File: src/logic/dspe_pkg.sv
package dspe_pkg;
    // ------------------------------------------------------------
    // register byte offsets
    // ------------------------------------------------------------
    localparam logic [7:0] ADDR_CFG = 8'h00;
    localparam logic [7:0] ADDR_ICR = 8'h04;
    localparam logic [7:0] ADDR_STAT = 8'h08;
    localparam logic [7:0] ADDR_OPX = 8'h0c;
    localparam logic [7:0] ADDR_OPY = 8'h10;
    localparam logic [7:0] ADDR_CMD = 8'h14;
    localparam logic [7:0] ADDR_ACCUMULATOR_A_LO = 8'h18;
    localparam logic [7:0] ADDR_ACCUMULATOR_A_HI = 8'h1c;
    localparam logic [7:0] ADDR_ACCUMULATOR_B_LO = 8'h20;
    localparam logic [7:0] ADDR_ACCUMULATOR_B_HI = 8'h24;
    localparam logic [7:0] ADDR_DVD_LO = 8'h28;
    localparam logic [7:0] ADDR_DVD_HI = 8'h2c;
    localparam logic [7:0] ADDR_DVS = 8'h30;
    localparam logic [7:0] ADDR_QUO = 8'h34;
    localparam logic [7:0] ADDR_REM = 8'h38;
    localparam logic [7:0] ADDR_MUL = 8'h3c;
    localparam logic [7:0] ADDR_RPT = 8'h40;
    // ------------------------------------------------------------
    // field positions and reset values
    // ------------------------------------------------------------
    localparam int CFG_INT = 0;
    localparam int CFG_RMODE = 1;
    localparam int CFG_SATMODE = 4;
    localparam int CFG_WSAT = 5;
    localparam int CFG_BSAT = 6;
    localparam int CFG_ASAT = 7;
    localparam int CFG_UNS = 12;
    localparam int ICR_OVA = 0;
    localparam int ICR_OVB = 1;
    localparam int ICR_COV = 2;
    localparam int ST_AOV = 0;
    localparam int ST_BOV = 1;
    localparam int ST_ASAT = 2;
    localparam int ST_BSAT = 3;
    localparam int ST_ANYOV = 4;
    localparam int ST_ANYSAT = 5;
    localparam int ST_BUSY = 8;
    localparam int CMD_ACC = 4;
    localparam int CMD_SH_LO = 8;
    localparam int CMD_BYTE = 13;
    localparam int CMD_XS = 14;
    localparam int CMD_YS = 15;
    localparam int CMD_DK_LO = 16;
    localparam logic [15:0] CFG_RST = 16'h0000;
    localparam logic [2:0] ICR_RST = 3'h0;
    localparam logic [4:0] DIV_LAST = 5'h11;
    localparam logic [39:0] SAT39_POS = 40'h7fffffffff;
    localparam logic [39:0] SAT39_NEG = 40'h8000000000;
    localparam logic [39:0] SAT31_POS = 40'h007fffffff;
    localparam logic [39:0] SAT31_NEG = 40'hff80000000;
    // ------------------------------------------------------------
    // commands and states
    // ------------------------------------------------------------
    typedef enum logic [3:0] {
        acc_clear_op = 4'h0,
        squared_difference_op = 4'h1,
        squared_difference_acc_op = 4'h2,
        mac_op = 4'h3,
        square_acc_op = 4'h4,
        prefetch_move_op = 4'h5,
        multiply_op = 4'h6,
        negated_multiply_op = 4'h7,
        multiply_subtract_op = 4'h8,
        acc_add_op = 4'h9,
        acc_sub_op = 4'ha,
        acc_neg_op = 4'hb,
        acc_load_op = 4'hc,
        general_multiply_op = 4'hd,
        divide_op = 4'he
    } dspe_op_e;
    typedef enum logic [2:0] {
        frac_divide_op = 3'h0,
        signed_long_divide_op = 3'h1,
        unsigned_long_divide_op = 3'h2,
        signed_word_divide_op = 3'h3,
        unsigned_word_divide_op = 3'h4
    } dspe_div_e;
    typedef enum logic [1:0] {
        DIV_IDLE = 2'b00,
        DIV_RUN = 2'b01
    } dspe_dst_e;
endpackage

File: src/logic/dspe_top.sv
// The register addresses and register access over APB were chosen for this implementation.
`timescale 1ns/100ps
// Contract
// - fractional 16/16 and signed/unsigned integer 32/16, 16/16 divides.
// - word divides take the same step count, extending dividend in step one.
// - repeat count gives 18 divide steps, 19 cycles with setup.
// - divide may pause for an interrupt; software saves disturbed context.
// - dividend from register or pair, quotient and remainder to two regs.
// - 17x17 multiplier, shifter, 40-bit adder serving two accumulators.
// - add, subtract, negate between accumulators with no other data.
// - configuration bits select multiply, rounding and saturation modes. The code does no rounding; CFG_RMODE is never read.
// - nine accumulator operations; four of them permit write-back. The code has no accumulator write-back.
// - operands widened to 17 bits by zero or sign extension.
// - 33-bit product sign-extended to 40 bits before accumulation.
// - fractional mode gives 1.31 product from 1.15 operands.
// - same multiplier does signed, unsigned, mixed integer multiplies.
// - general multiply gives 16-bit byte result, 32-bit word result.
// - adder picks accumulator a or b; add and load may be shifted.
// - adder has zero input; add true data, subtract complement with borrow.
// - flag catastrophic bit 39 overflow and guard bits not identical.
// - saturation uses result, flags, per-accumulator enables, mode bit.
// - six status bits: two overflow, two saturation, two or-bits.
// - guard overflow bits refresh on every adder pass.
// - guard overflow with its trap enable raises arithmetic warning trap.
// - saturation bits are sticky, cleared only by software write.
// - bit 39 mode loads 9.31 extreme value and sets saturation bit.
// - bit 31 mode loads 1.31 extreme value; guard bits never set.
module dspe_top
    import dspe_pkg::*;
(
    input wire logic pclk,
    input wire logic presetn,
    input wire logic [7:0] paddr,
    input wire logic psel,
    input wire logic penable,
    input wire logic pwrite,
    input wire logic [31:0] pwdata,
    input wire logic irq_hold,
    output logic [31:0] prdata,
    output logic pready,
    output logic pslverr,
    output logic arith_trap
);
    // ------------------------------------------------------------
    // helpers
    // ------------------------------------------------------------
    function automatic logic [32:0] mul33(input logic [15:0] a,
        input logic [15:0] b, input logic asg, input logic bsg,
        input logic frac);
        logic signed [16:0] ea;
        logic signed [16:0] eb;
        logic signed [33:0] p;
        ea = $signed({asg & a[15], a});
        eb = $signed({bsg & b[15], b});
        p = ea * eb;
        if (frac) begin
            p = p <<< 1;
        end
        return p[32:0];
    endfunction

    function automatic logic [39:0] ext40(input logic [32:0] v);
        return {{7{v[32]}}, v};
    endfunction

    // signed amount: positive shifts right, negative left
    function automatic logic [39:0] shift40(input logic [39:0] v,
        input logic [4:0] amt);
        if (amt[4]) begin
            return v << ({1'b0, ~amt} + 6'h1);
        end
        return $unsigned($signed(v) >>> amt);
    endfunction

    // {catastrophic, sum}
    function automatic logic [40:0] add40(input logic [39:0] a,
        input logic [39:0] b, input logic sub);
        logic [39:0] bb;
        logic [39:0] s;
        bb = sub ? ~b : b;
        s = a + bb + {39'h0, sub};
        return {(a[39] == bb[39]) && (s[39] != a[39]), s};
    endfunction

    function automatic logic [31:0] neg32(input logic [31:0] v);
        return ~v + 32'h1;
    endfunction

    // ------------------------------------------------------------
    // registers
    // ------------------------------------------------------------
    logic [15:0] cfg_q;
    logic [2:0] icr_q;
    logic [15:0] opx_q, opy_q;
    logic [31:0] cmd_q;
    logic exec_q;
    logic [39:0] accumulator_a_q, accumulator_b_q;
    logic aov_q, bov_q, asat_q, bsat_q;
    logic [15:0] dvd_lo_q, dvd_hi_q, dvs_q, quo_q, rem_out_q;
    logic [31:0] mul_q;
    logic [4:0] rpt_q, step_q;
    logic [15:0] prem_q, plo_q, pdv_q;
    logic qneg_q, rneg_q;
    dspe_dst_e dst_q;
    logic [31:0] prdata_q;
    logic pready_q, pslverr_q, trap_q;

    logic wr_en;
    logic bus_hit;
    logic [31:0] rd_data;
    assign wr_en = psel & penable & pready_q & pwrite;

    // ------------------------------------------------------------
    // apb slave: one wait state, error on unmapped address
    // ------------------------------------------------------------
    always_comb begin
        bus_hit = 1'b1;
        rd_data = 32'h0;
        case (paddr)
            ADDR_CFG: rd_data = {16'h0, cfg_q};
            ADDR_ICR: rd_data = {29'h0, icr_q};
            ADDR_STAT: begin
                rd_data[ST_AOV] = aov_q;
                rd_data[ST_BOV] = bov_q;
                rd_data[ST_ASAT] = asat_q;
                rd_data[ST_BSAT] = bsat_q;
                rd_data[ST_ANYOV] = aov_q | bov_q;
                rd_data[ST_ANYSAT] = asat_q | bsat_q;
                rd_data[ST_BUSY] = (dst_q == DIV_RUN);
            end
            ADDR_OPX: rd_data = {16'h0, opx_q};
            ADDR_OPY: rd_data = {16'h0, opy_q};
            ADDR_CMD: rd_data = cmd_q;
            ADDR_ACCUMULATOR_A_LO: rd_data = accumulator_a_q[31:0];
            ADDR_ACCUMULATOR_A_HI: rd_data = {24'h0, accumulator_a_q[39:32]};
            ADDR_ACCUMULATOR_B_LO: rd_data = accumulator_b_q[31:0];
            ADDR_ACCUMULATOR_B_HI: rd_data = {24'h0, accumulator_b_q[39:32]};
            ADDR_DVD_LO: rd_data = {16'h0, dvd_lo_q};
            ADDR_DVD_HI: rd_data = {16'h0, dvd_hi_q};
            ADDR_DVS: rd_data = {16'h0, dvs_q};
            ADDR_QUO: rd_data = {16'h0, quo_q};
            ADDR_REM: rd_data = {16'h0, rem_out_q};
            ADDR_MUL: rd_data = mul_q;
            ADDR_RPT: rd_data = {27'h0, rpt_q};
            default: bus_hit = 1'b0;
        endcase
    end

    always_ff @(posedge pclk or negedge presetn) begin
        if (!presetn) begin
            pready_q <= 1'b0;
            pslverr_q <= 1'b0;
            prdata_q <= 32'h0;
        end else begin
            pready_q <= psel & penable & ~pready_q;
            pslverr_q <= psel & penable & ~pready_q & ~bus_hit;
            if (psel & penable & ~pready_q & ~pwrite) begin
                prdata_q <= rd_data;
            end
        end
    end

    always_ff @(posedge pclk or negedge presetn) begin
        if (!presetn) begin
            cfg_q <= CFG_RST;
            icr_q <= ICR_RST;
            opx_q <= 16'h0;
            opy_q <= 16'h0;
            dvd_lo_q <= 16'h0;
            dvd_hi_q <= 16'h0;
            dvs_q <= 16'h0;
        end else if (wr_en) begin
            case (paddr)
                ADDR_CFG: cfg_q <= pwdata[15:0];
                ADDR_ICR: icr_q <= pwdata[2:0];
                ADDR_OPX: opx_q <= pwdata[15:0];
                ADDR_OPY: opy_q <= pwdata[15:0];
                ADDR_DVD_LO: dvd_lo_q <= pwdata[15:0];
                ADDR_DVD_HI: dvd_hi_q <= pwdata[15:0];
                ADDR_DVS: dvs_q <= pwdata[15:0];
                default: ;
            endcase
        end
    end

    // command launch: executes the cycle after the write lands
    always_ff @(posedge pclk or negedge presetn) begin
        if (!presetn) begin
            cmd_q <= 32'h0;
            exec_q <= 1'b0;
        end else begin
            exec_q <= wr_en && paddr == ADDR_CMD;
            if (wr_en && paddr == ADDR_CMD) begin
                cmd_q <= pwdata;
            end
        end
    end

    // ------------------------------------------------------------
    // dsp datapath
    // ------------------------------------------------------------
    dspe_op_e op;
    logic tsel, frac, sgn, sat_en, mode39, sub, pass, sat, gov;
    logic [15:0] dif;
    logic [39:0] tacc, oacc, ain, bin, res;
    logic [40:0] sum;
    logic [32:0] mxy, gp;
    logic [15:0] gx, gy;

    always_comb begin
        op = dspe_op_e'(cmd_q[3:0]);
        tsel = cmd_q[CMD_ACC];
        tacc = tsel ? accumulator_b_q : accumulator_a_q;
        oacc = tsel ? accumulator_a_q : accumulator_b_q;
        frac = ~cfg_q[CFG_INT];
        sgn = ~cfg_q[CFG_UNS];
        dif = opx_q - opy_q;
        mxy = mul33(opx_q, opy_q, sgn, sgn, frac);
        gx = cmd_q[CMD_BYTE] ? {{8{cmd_q[CMD_XS] & opx_q[7]}}, opx_q[7:0]}
                             : opx_q;
        gy = cmd_q[CMD_BYTE] ? {{8{cmd_q[CMD_YS] & opy_q[7]}}, opy_q[7:0]}
                             : opy_q;
        gp = mul33(gx, gy, cmd_q[CMD_XS], cmd_q[CMD_YS], 1'b0);
        ain = 40'h0; // zero side of the adder
        bin = 40'h0;
        sub = 1'b0;
        pass = 1'b1;
        case (op)
            acc_clear_op: ;
            squared_difference_op:
                bin = ext40(mul33(dif, dif, 1'b1, 1'b1, frac));
            squared_difference_acc_op: begin
                ain = tacc;
                bin = ext40(mul33(dif, dif, 1'b1, 1'b1, frac));
            end
            mac_op: begin
                ain = tacc;
                bin = ext40(mxy);
            end
            square_acc_op: begin
                ain = tacc;
                bin = ext40(mul33(opx_q, opx_q, sgn, sgn, frac));
            end
            multiply_op: bin = ext40(mxy);
            negated_multiply_op: begin
                bin = ext40(mxy);
                sub = 1'b1;
            end
            multiply_subtract_op: begin
                ain = tacc;
                bin = ext40(mxy);
                sub = 1'b1;
            end
            acc_add_op: begin
                ain = tacc;
                bin = shift40(oacc, cmd_q[CMD_SH_LO+:5]);
            end
            acc_sub_op: begin
                ain = tacc;
                bin = oacc;
                sub = 1'b1;
            end
            acc_neg_op: begin
                bin = tacc;
                sub = 1'b1;
            end
            acc_load_op:
                bin = shift40({{8{opx_q[15]}}, opx_q, 16'h0},
                              cmd_q[CMD_SH_LO+:5]);
            default: pass = 1'b0; // move, general multiply, divide skip the adder
        endcase
        sum = add40(ain, bin, sub);
        sat_en = tsel ? cfg_q[CFG_BSAT] : cfg_q[CFG_ASAT];
        mode39 = cfg_q[CFG_SATMODE];
        gov = !(&sum[39:32] || !(|sum[39:32]));
        res = sum[39:0];
        sat = 1'b0;
        if (sat_en && mode39) begin
            if (sum[40]) begin
                res = ain[39] ? SAT39_NEG : SAT39_POS;
                sat = 1'b1;
            end
        end else if (sat_en) begin
            gov = 1'b0;
            if (sum[40] || !(&sum[39:31] || !(|sum[39:31]))) begin
                res = (sum[40] ? ain[39] : sum[39]) ? SAT31_NEG
                                                    : SAT31_POS;
                sat = 1'b1;
            end
        end else begin
            sat = sum[40]; // no saturation, flag catastrophic only
        end
    end

    // accumulators: datapath wins over a software context restore
    always_ff @(posedge pclk or negedge presetn) begin
        if (!presetn) begin
            accumulator_a_q <= 40'h0;
            accumulator_b_q <= 40'h0;
        end else if (exec_q && pass) begin
            if (tsel) begin
                accumulator_b_q <= res;
            end else begin
                accumulator_a_q <= res;
            end
        end else if (wr_en) begin
            case (paddr)
                ADDR_ACCUMULATOR_A_LO: accumulator_a_q[31:0] <= pwdata;
                ADDR_ACCUMULATOR_A_HI: accumulator_a_q[39:32] <= pwdata[7:0];
                ADDR_ACCUMULATOR_B_LO: accumulator_b_q[31:0] <= pwdata;
                ADDR_ACCUMULATOR_B_HI: accumulator_b_q[39:32] <= pwdata[7:0];
                default: ;
            endcase
        end
    end

    always_ff @(posedge pclk or negedge presetn) begin
        if (!presetn) begin
            mul_q <= 32'h0;
        end else if (exec_q && op == general_multiply_op) begin
            mul_q <= cmd_q[CMD_BYTE] ? {16'h0, gp[15:0]}
                                     : gp[31:0];
        end
    end

    // ------------------------------------------------------------
    // status flags and trap
    // ------------------------------------------------------------
    logic asat_clr, bsat_clr;
    assign asat_clr = wr_en && paddr == ADDR_STAT && pwdata[ST_ASAT];
    assign bsat_clr = wr_en && paddr == ADDR_STAT && pwdata[ST_BSAT];

    always_ff @(posedge pclk or negedge presetn) begin
        if (!presetn) begin
            aov_q <= 1'b0;
            bov_q <= 1'b0;
        end else if (exec_q && pass) begin
            if (tsel) begin
                bov_q <= gov;
            end else begin
                aov_q <= gov;
            end
        end
    end

    // set wins over a clear in the same cycle
    always_ff @(posedge pclk or negedge presetn) begin
        if (!presetn) begin
            asat_q <= 1'b0;
            bsat_q <= 1'b0;
        end else begin
            asat_q <= (exec_q && pass && !tsel && sat) ||
                      (asat_q && !asat_clr);
            bsat_q <= (exec_q && pass && tsel && sat) ||
                      (bsat_q && !bsat_clr);
        end
    end

    always_ff @(posedge pclk or negedge presetn) begin
        if (!presetn) begin
            trap_q <= 1'b0;
        end else begin
            trap_q <= exec_q && pass &&
                      ((gov && icr_q[tsel ? ICR_OVB : ICR_OVA]) ||
                       (sum[40] && !sat_en && icr_q[ICR_COV]));
        end
    end

    // ------------------------------------------------------------
    // iterative divide, one step per repeat count
    // ------------------------------------------------------------
    dspe_div_e dk;
    logic dsgn, nn, nd;
    logic [31:0] dvd32, dmag;
    logic [15:0] vmag;
    logic [16:0] trial;

    always_comb begin
        dk = dspe_div_e'(cmd_q[CMD_DK_LO+:3]);
        dsgn = dk != unsigned_long_divide_op &&
               dk != unsigned_word_divide_op;
        case (dk)
            frac_divide_op: dvd32 = {dvd_lo_q[15], dvd_lo_q, 15'h0};
            signed_long_divide_op,
            unsigned_long_divide_op: dvd32 = {dvd_hi_q, dvd_lo_q};
            signed_word_divide_op:
                dvd32 = {{16{dvd_lo_q[15]}}, dvd_lo_q};
            default: dvd32 = {16'h0, dvd_lo_q};
        endcase
        nn = dsgn & dvd32[31];
        nd = dsgn & dvs_q[15];
        dmag = nn ? neg32(dvd32) : dvd32;
        vmag = nd ? 16'(~dvs_q + 16'h1) : dvs_q;
        trial = {prem_q, plo_q[15]} - {1'b0, pdv_q};
    end

    always_ff @(posedge pclk or negedge presetn) begin
        if (!presetn) begin
            dst_q <= DIV_IDLE;
            rpt_q <= 5'h0;
            step_q <= 5'h0;
        end else begin
            case (dst_q)
                DIV_IDLE: begin
                    if (exec_q && op == divide_op) begin
                        dst_q <= DIV_RUN;
                        step_q <= 5'h0;
                    end else if (wr_en && paddr == ADDR_RPT) begin
                        rpt_q <= pwdata[4:0];
                    end
                end
                DIV_RUN: begin
                    if (!irq_hold) begin
                        step_q <= step_q + 5'h1;
                        rpt_q <= rpt_q - 5'h1;
                        if (rpt_q == 5'h0) begin
                            dst_q <= DIV_IDLE;
                            rpt_q <= 5'h0;
                        end
                    end
                end
                default: dst_q <= DIV_IDLE;
            endcase
        end
    end

    // partial remainder and quotient stay put while held
    always_ff @(posedge pclk or negedge presetn) begin
        if (!presetn) begin
            prem_q <= 16'h0;
            plo_q <= 16'h0;
            pdv_q <= 16'h0;
            qneg_q <= 1'b0;
            rneg_q <= 1'b0;
            quo_q <= 16'h0;
            rem_out_q <= 16'h0;
        end else if (dst_q == DIV_RUN && !irq_hold) begin
            if (step_q == 5'h0) begin
                prem_q <= dmag[31:16];
                plo_q <= dmag[15:0];
                pdv_q <= vmag;
                qneg_q <= nn ^ nd;
                rneg_q <= nn;
            end else if (step_q < DIV_LAST) begin
                if (!trial[16]) begin
                    prem_q <= trial[15:0];
                end else begin
                    prem_q <= {prem_q[14:0], plo_q[15]};
                end
                plo_q <= {plo_q[14:0], ~trial[16]};
            end else if (step_q == DIV_LAST) begin
                quo_q <= qneg_q ? 16'(~plo_q + 16'h1) : plo_q;
                rem_out_q <= rneg_q ? 16'(~prem_q + 16'h1) : prem_q;
            end
        end
    end

    // ------------------------------------------------------------
    // outputs
    // ------------------------------------------------------------
    assign prdata = prdata_q;
    assign pready = pready_q;
    assign pslverr = pslverr_q;
    assign arith_trap = trap_q;
endmodule

File: config.mk
export PLATFORM = sky130hd
export DESIGN_NAME = dspe_top
export DESIGN_NICKNAME = d
export VERILOG_FILES = /design/src/logic/dspe_pkg.sv /design/src/logic/dspe_top.sv
export SDC_FILE = /design/constraint.sdc
export NUM_CORES = 2
export LEC_CHECK = 0
export ABC_AREA = 1
export BUFFER_PORTS_ARGS = -buffer_cell sky130_fd_sc_hd__buf_2
export CAP_MARGIN = 5
export CORE_UTILIZATION = 40
export DETAILED_ROUTE_END_ITERATION = 6
export PLACE_DENSITY = 0.66
export SLEW_MARGIN = 20
export SYNTH_ARGS = -nofsm -noshare
export SYNTH_HDL_FRONTEND = slang
export SYNTH_SLANG_ARGS = --single-unit
File: constraint.sdc
create_clock -name pclk -period 11.3 [get_ports pclk]
set_clock_uncertainty 0.15 [all_clocks]
set_input_delay 1.13 -clock pclk [delete_from_list [all_inputs] [get_ports pclk]]
set_output_delay 1.13 -clock pclk [all_outputs]
set_load 0.1 [all_outputs]
==> results.md <==
* Critical path's most frequent cell: nand2_1
* Die area at 178000 um^2
* Slowest cell on crit path: fa_2
* Syn Nets at 11100
* Critical-path maximum fanout at 8
* Max-slew violations at 0
* Number of global-route vias before repair at 69200
* Final Util at 0.465
* Place WS at -1.01 ns
* Max frequency at 0.0857 GHz
* Sink Count at 376
* Pin count of the biggest net entering global routing at 127
* Max VDD drop at 0.000148 V
* LEAKAGE at 40.3 nW
* Status: complete, but fails checks
* IO Count at 81
* Synth Warn # at 0
* Core ar. at 174000 um^2
* CP Capture Type: register
* Final net count at 11500
* First-pass GRT wire length at 436 mm
* FF+latch count, synth at 376
* Tmin final at 11.66 ns
* DP Wirelength at 235 mm
* Most frequent cell after synthesis: nand2_1
* Critical Path AT at 11.99 ns
* Height of the die at 421 um
* Initial core utilization at 0.404
* Least-Margin Pin Slew at 1.18 ns
* Reg2Reg Setup Slack at -0.36 ns
* Met2 WL at 128 mm
* Die width at 421 um
* Clock transition at path regs at 0.06 ns
* Seq/Total Area, Yosys at 0.134
* Worst rel slew slack at 0.206
* Post-Syn Area at 70300 um^2
* Met3 routed WL at 27.9 mm
* Vias per cell at 5.51
* Dpl cells at 12300
* M1 WL at 117 mm
* Final setup vio count at 67
* Routability cong. at 1.07
* 1st-iter DRT viols at 7294
* TritonCTS clock tree: yes
* Class of the worst hold path: register to register
* Final worst slack at -0.363 ns
* Synth Instances at 9625
* Post-synthesis async set-or-reset flop share at 1.00
* Gr usage total at 0.325
* Synth top cells by count: nand2_1, inv_1, fa_1
* Layout area overhead at 15.1%
* I/O Buffers at 80
* Root buf cell: clkbuf_16
* Fillers at 17500
* Cts bufs inserted at 45
* Top FF cell, synth: dfrtp_1
* RSZ-0062 raised after global routing: yes
* H-tree depth at 2
* Std-Cell Rows at 153
* Grt ovf at 0
* Final Cycle Share at 1.03
* Startpoint types: register
* Kind of critical path: register to register
* Post-synth cell types at 66
* TritonRoute pass-1 iters at 7
* Share of cells above drive strength 1 at 0.125
* Failing checks: design-rule violations, negative setup slack
* Final Hold Slack at 0.323 ns
* Clk Latency, worst-skew pair at 0.60 ns
* Layout Cells excl Fill at 12400
* Cell taking the most area after synthesis: fa_1
* Initial antenna violation count at 11
* Fin. Hold Viols at 0
* Mean Syn Cell Area at 7.31 um^2
* PwrDens at 56.5 nW/um^2
* Routed via count at 68300
* Final wirelength at 291 mm
* Share of the synthesized area in the top cell type at 0.298
* Synth area leaders: fa_1, dfrtp_1, nand2_1
* Post-DRT Antenna Nets at 0
* Slowest stage delay, CP at 0.57 ns
* Post-synth EDFFs at 0
* Clk buf depth at 3
* Remaining DRCs at 7
* MaxCap Viol Count at 0
* Worst EP required at 11.62 ns
* Wire length per cell at 23.5 um
* Top layer in use: met5
## cell usage in the layout (no fill, tap or decap), types with 79 or more instances in the layout
cell type / n
xor2_1: 167
nor2_1: 644
inv_1: 1817
nand2_1: 2343
ha_1: 386
xnor2_1: 85
o21ai_0: 649
buf_2: 79
a21oi_1: 368
fa_1: 1035
nand3_1: 346
dfrtp_1: 365
buf_4: 657
## state kept, by name, summed over array words and instances, names as in the netlist, 3 cells and up
signal and cells:
step_q 5, quo_q 16, prdata 32, opy_q 16
prem_q 16, dvs_q 16, plo_q 16, accumulator_b_q 40
cmd_q 32, icr_q 3, dvd_lo_q 16, opx_q 16
rpt_q 5, rem_out_q 16, cfg_q 16, pdv_q 16
dvd_hi_q 16, mul_q 32, accumulator_a_q 40
## area by class of cell
| class | count | area (um^2) | share of cell area |
|---|---|---|---|
| Multi-Input combinational cell | 6946 | 53800 | 0.664 |
| Clock buffer | 59 | 1240 | 0.0153 |
| Timing Repair Buffer | 787 | 6180 | 0.0763 |
| Inverter | 1887 | 7100 | 0.0877 |
| Clock inverter | 25 | 314 | 0.00388 |
| Sequential cell | 376 | 9430 | 0.116 |
| Tap cell | 2325 | 2910 | 0.0359 |
| Antenna cell | 3 | 7.51 | 0.0000927 |
## path summary, 6_finish.rpt
path / start / endpoint / cells past startpoint
min: pready / pready / 1
max reg2reg: opx_q[0] / accumulator_a_q[15] / 74
max: opx_q[0] / accumulator_a_q[15] / 74
min in group asynchronous: presetn / prem_q[0] / 1
min reg2reg: pready / pready / 1
max in group asynchronous: presetn / opx_q[1] / 3
## logic make-up after synthesis
group,synth area share
AND/OR/NAND/NOR,0.208
flip-flops,0.134
AO/OA/AOI/OAI,0.127
multiplexers,0.00398
adder cells (fa/ha/maj),0.369
buffers and inverters,0.124
XOR/XNOR,0.0338
## worst max-delay path, delay by kind of cell (launching register included)
kind            cells  cell delay (ns)
xor+xnor            3             0.48
fa+ha+maj          10             4.17
flops               1             0.38
simple gates       34             3.22
buf+inv            14             1.52
compound gates     13             1.63
## report_power, final
part	switching, mW	internal, mW
Clock	0.660	0.899
Sequential	0.145	1.48
Combinational	0.861	0.527
## metrics by stage
stage / setup TNS, ns / power, mW / area (um^2)
final: -19.26 / 4.57 / 80900
after floorplan: 0 / 2.49 / 70400
after CTS: -13.70 / 4.53 / 79800
after global placement: -61.99 / 2.93 / 77200
after detailed placement: -74.12 / 2.96 / 77200
after global routing: -76.47 / 4.82 / 80900
## what timing repair did
action / CTS / global route
pin swaps: 99 / 125
endpoints found under the setup margin: 85 / 85
hold buffers: 0 / 0
gates cloned: 3 / 1
setup buffers: 29 / 27
resized for setup: 210 / 232
## metal layers
layer  vias to the layer above  GRT usage
li1                      30700          -
met1                     33500      0.428
met2                      3347      0.503
met3                       725     0.0642
met4                        14      0.175
met5                         -          0
No activity file was read; power rests on OpenSTA's default activity.
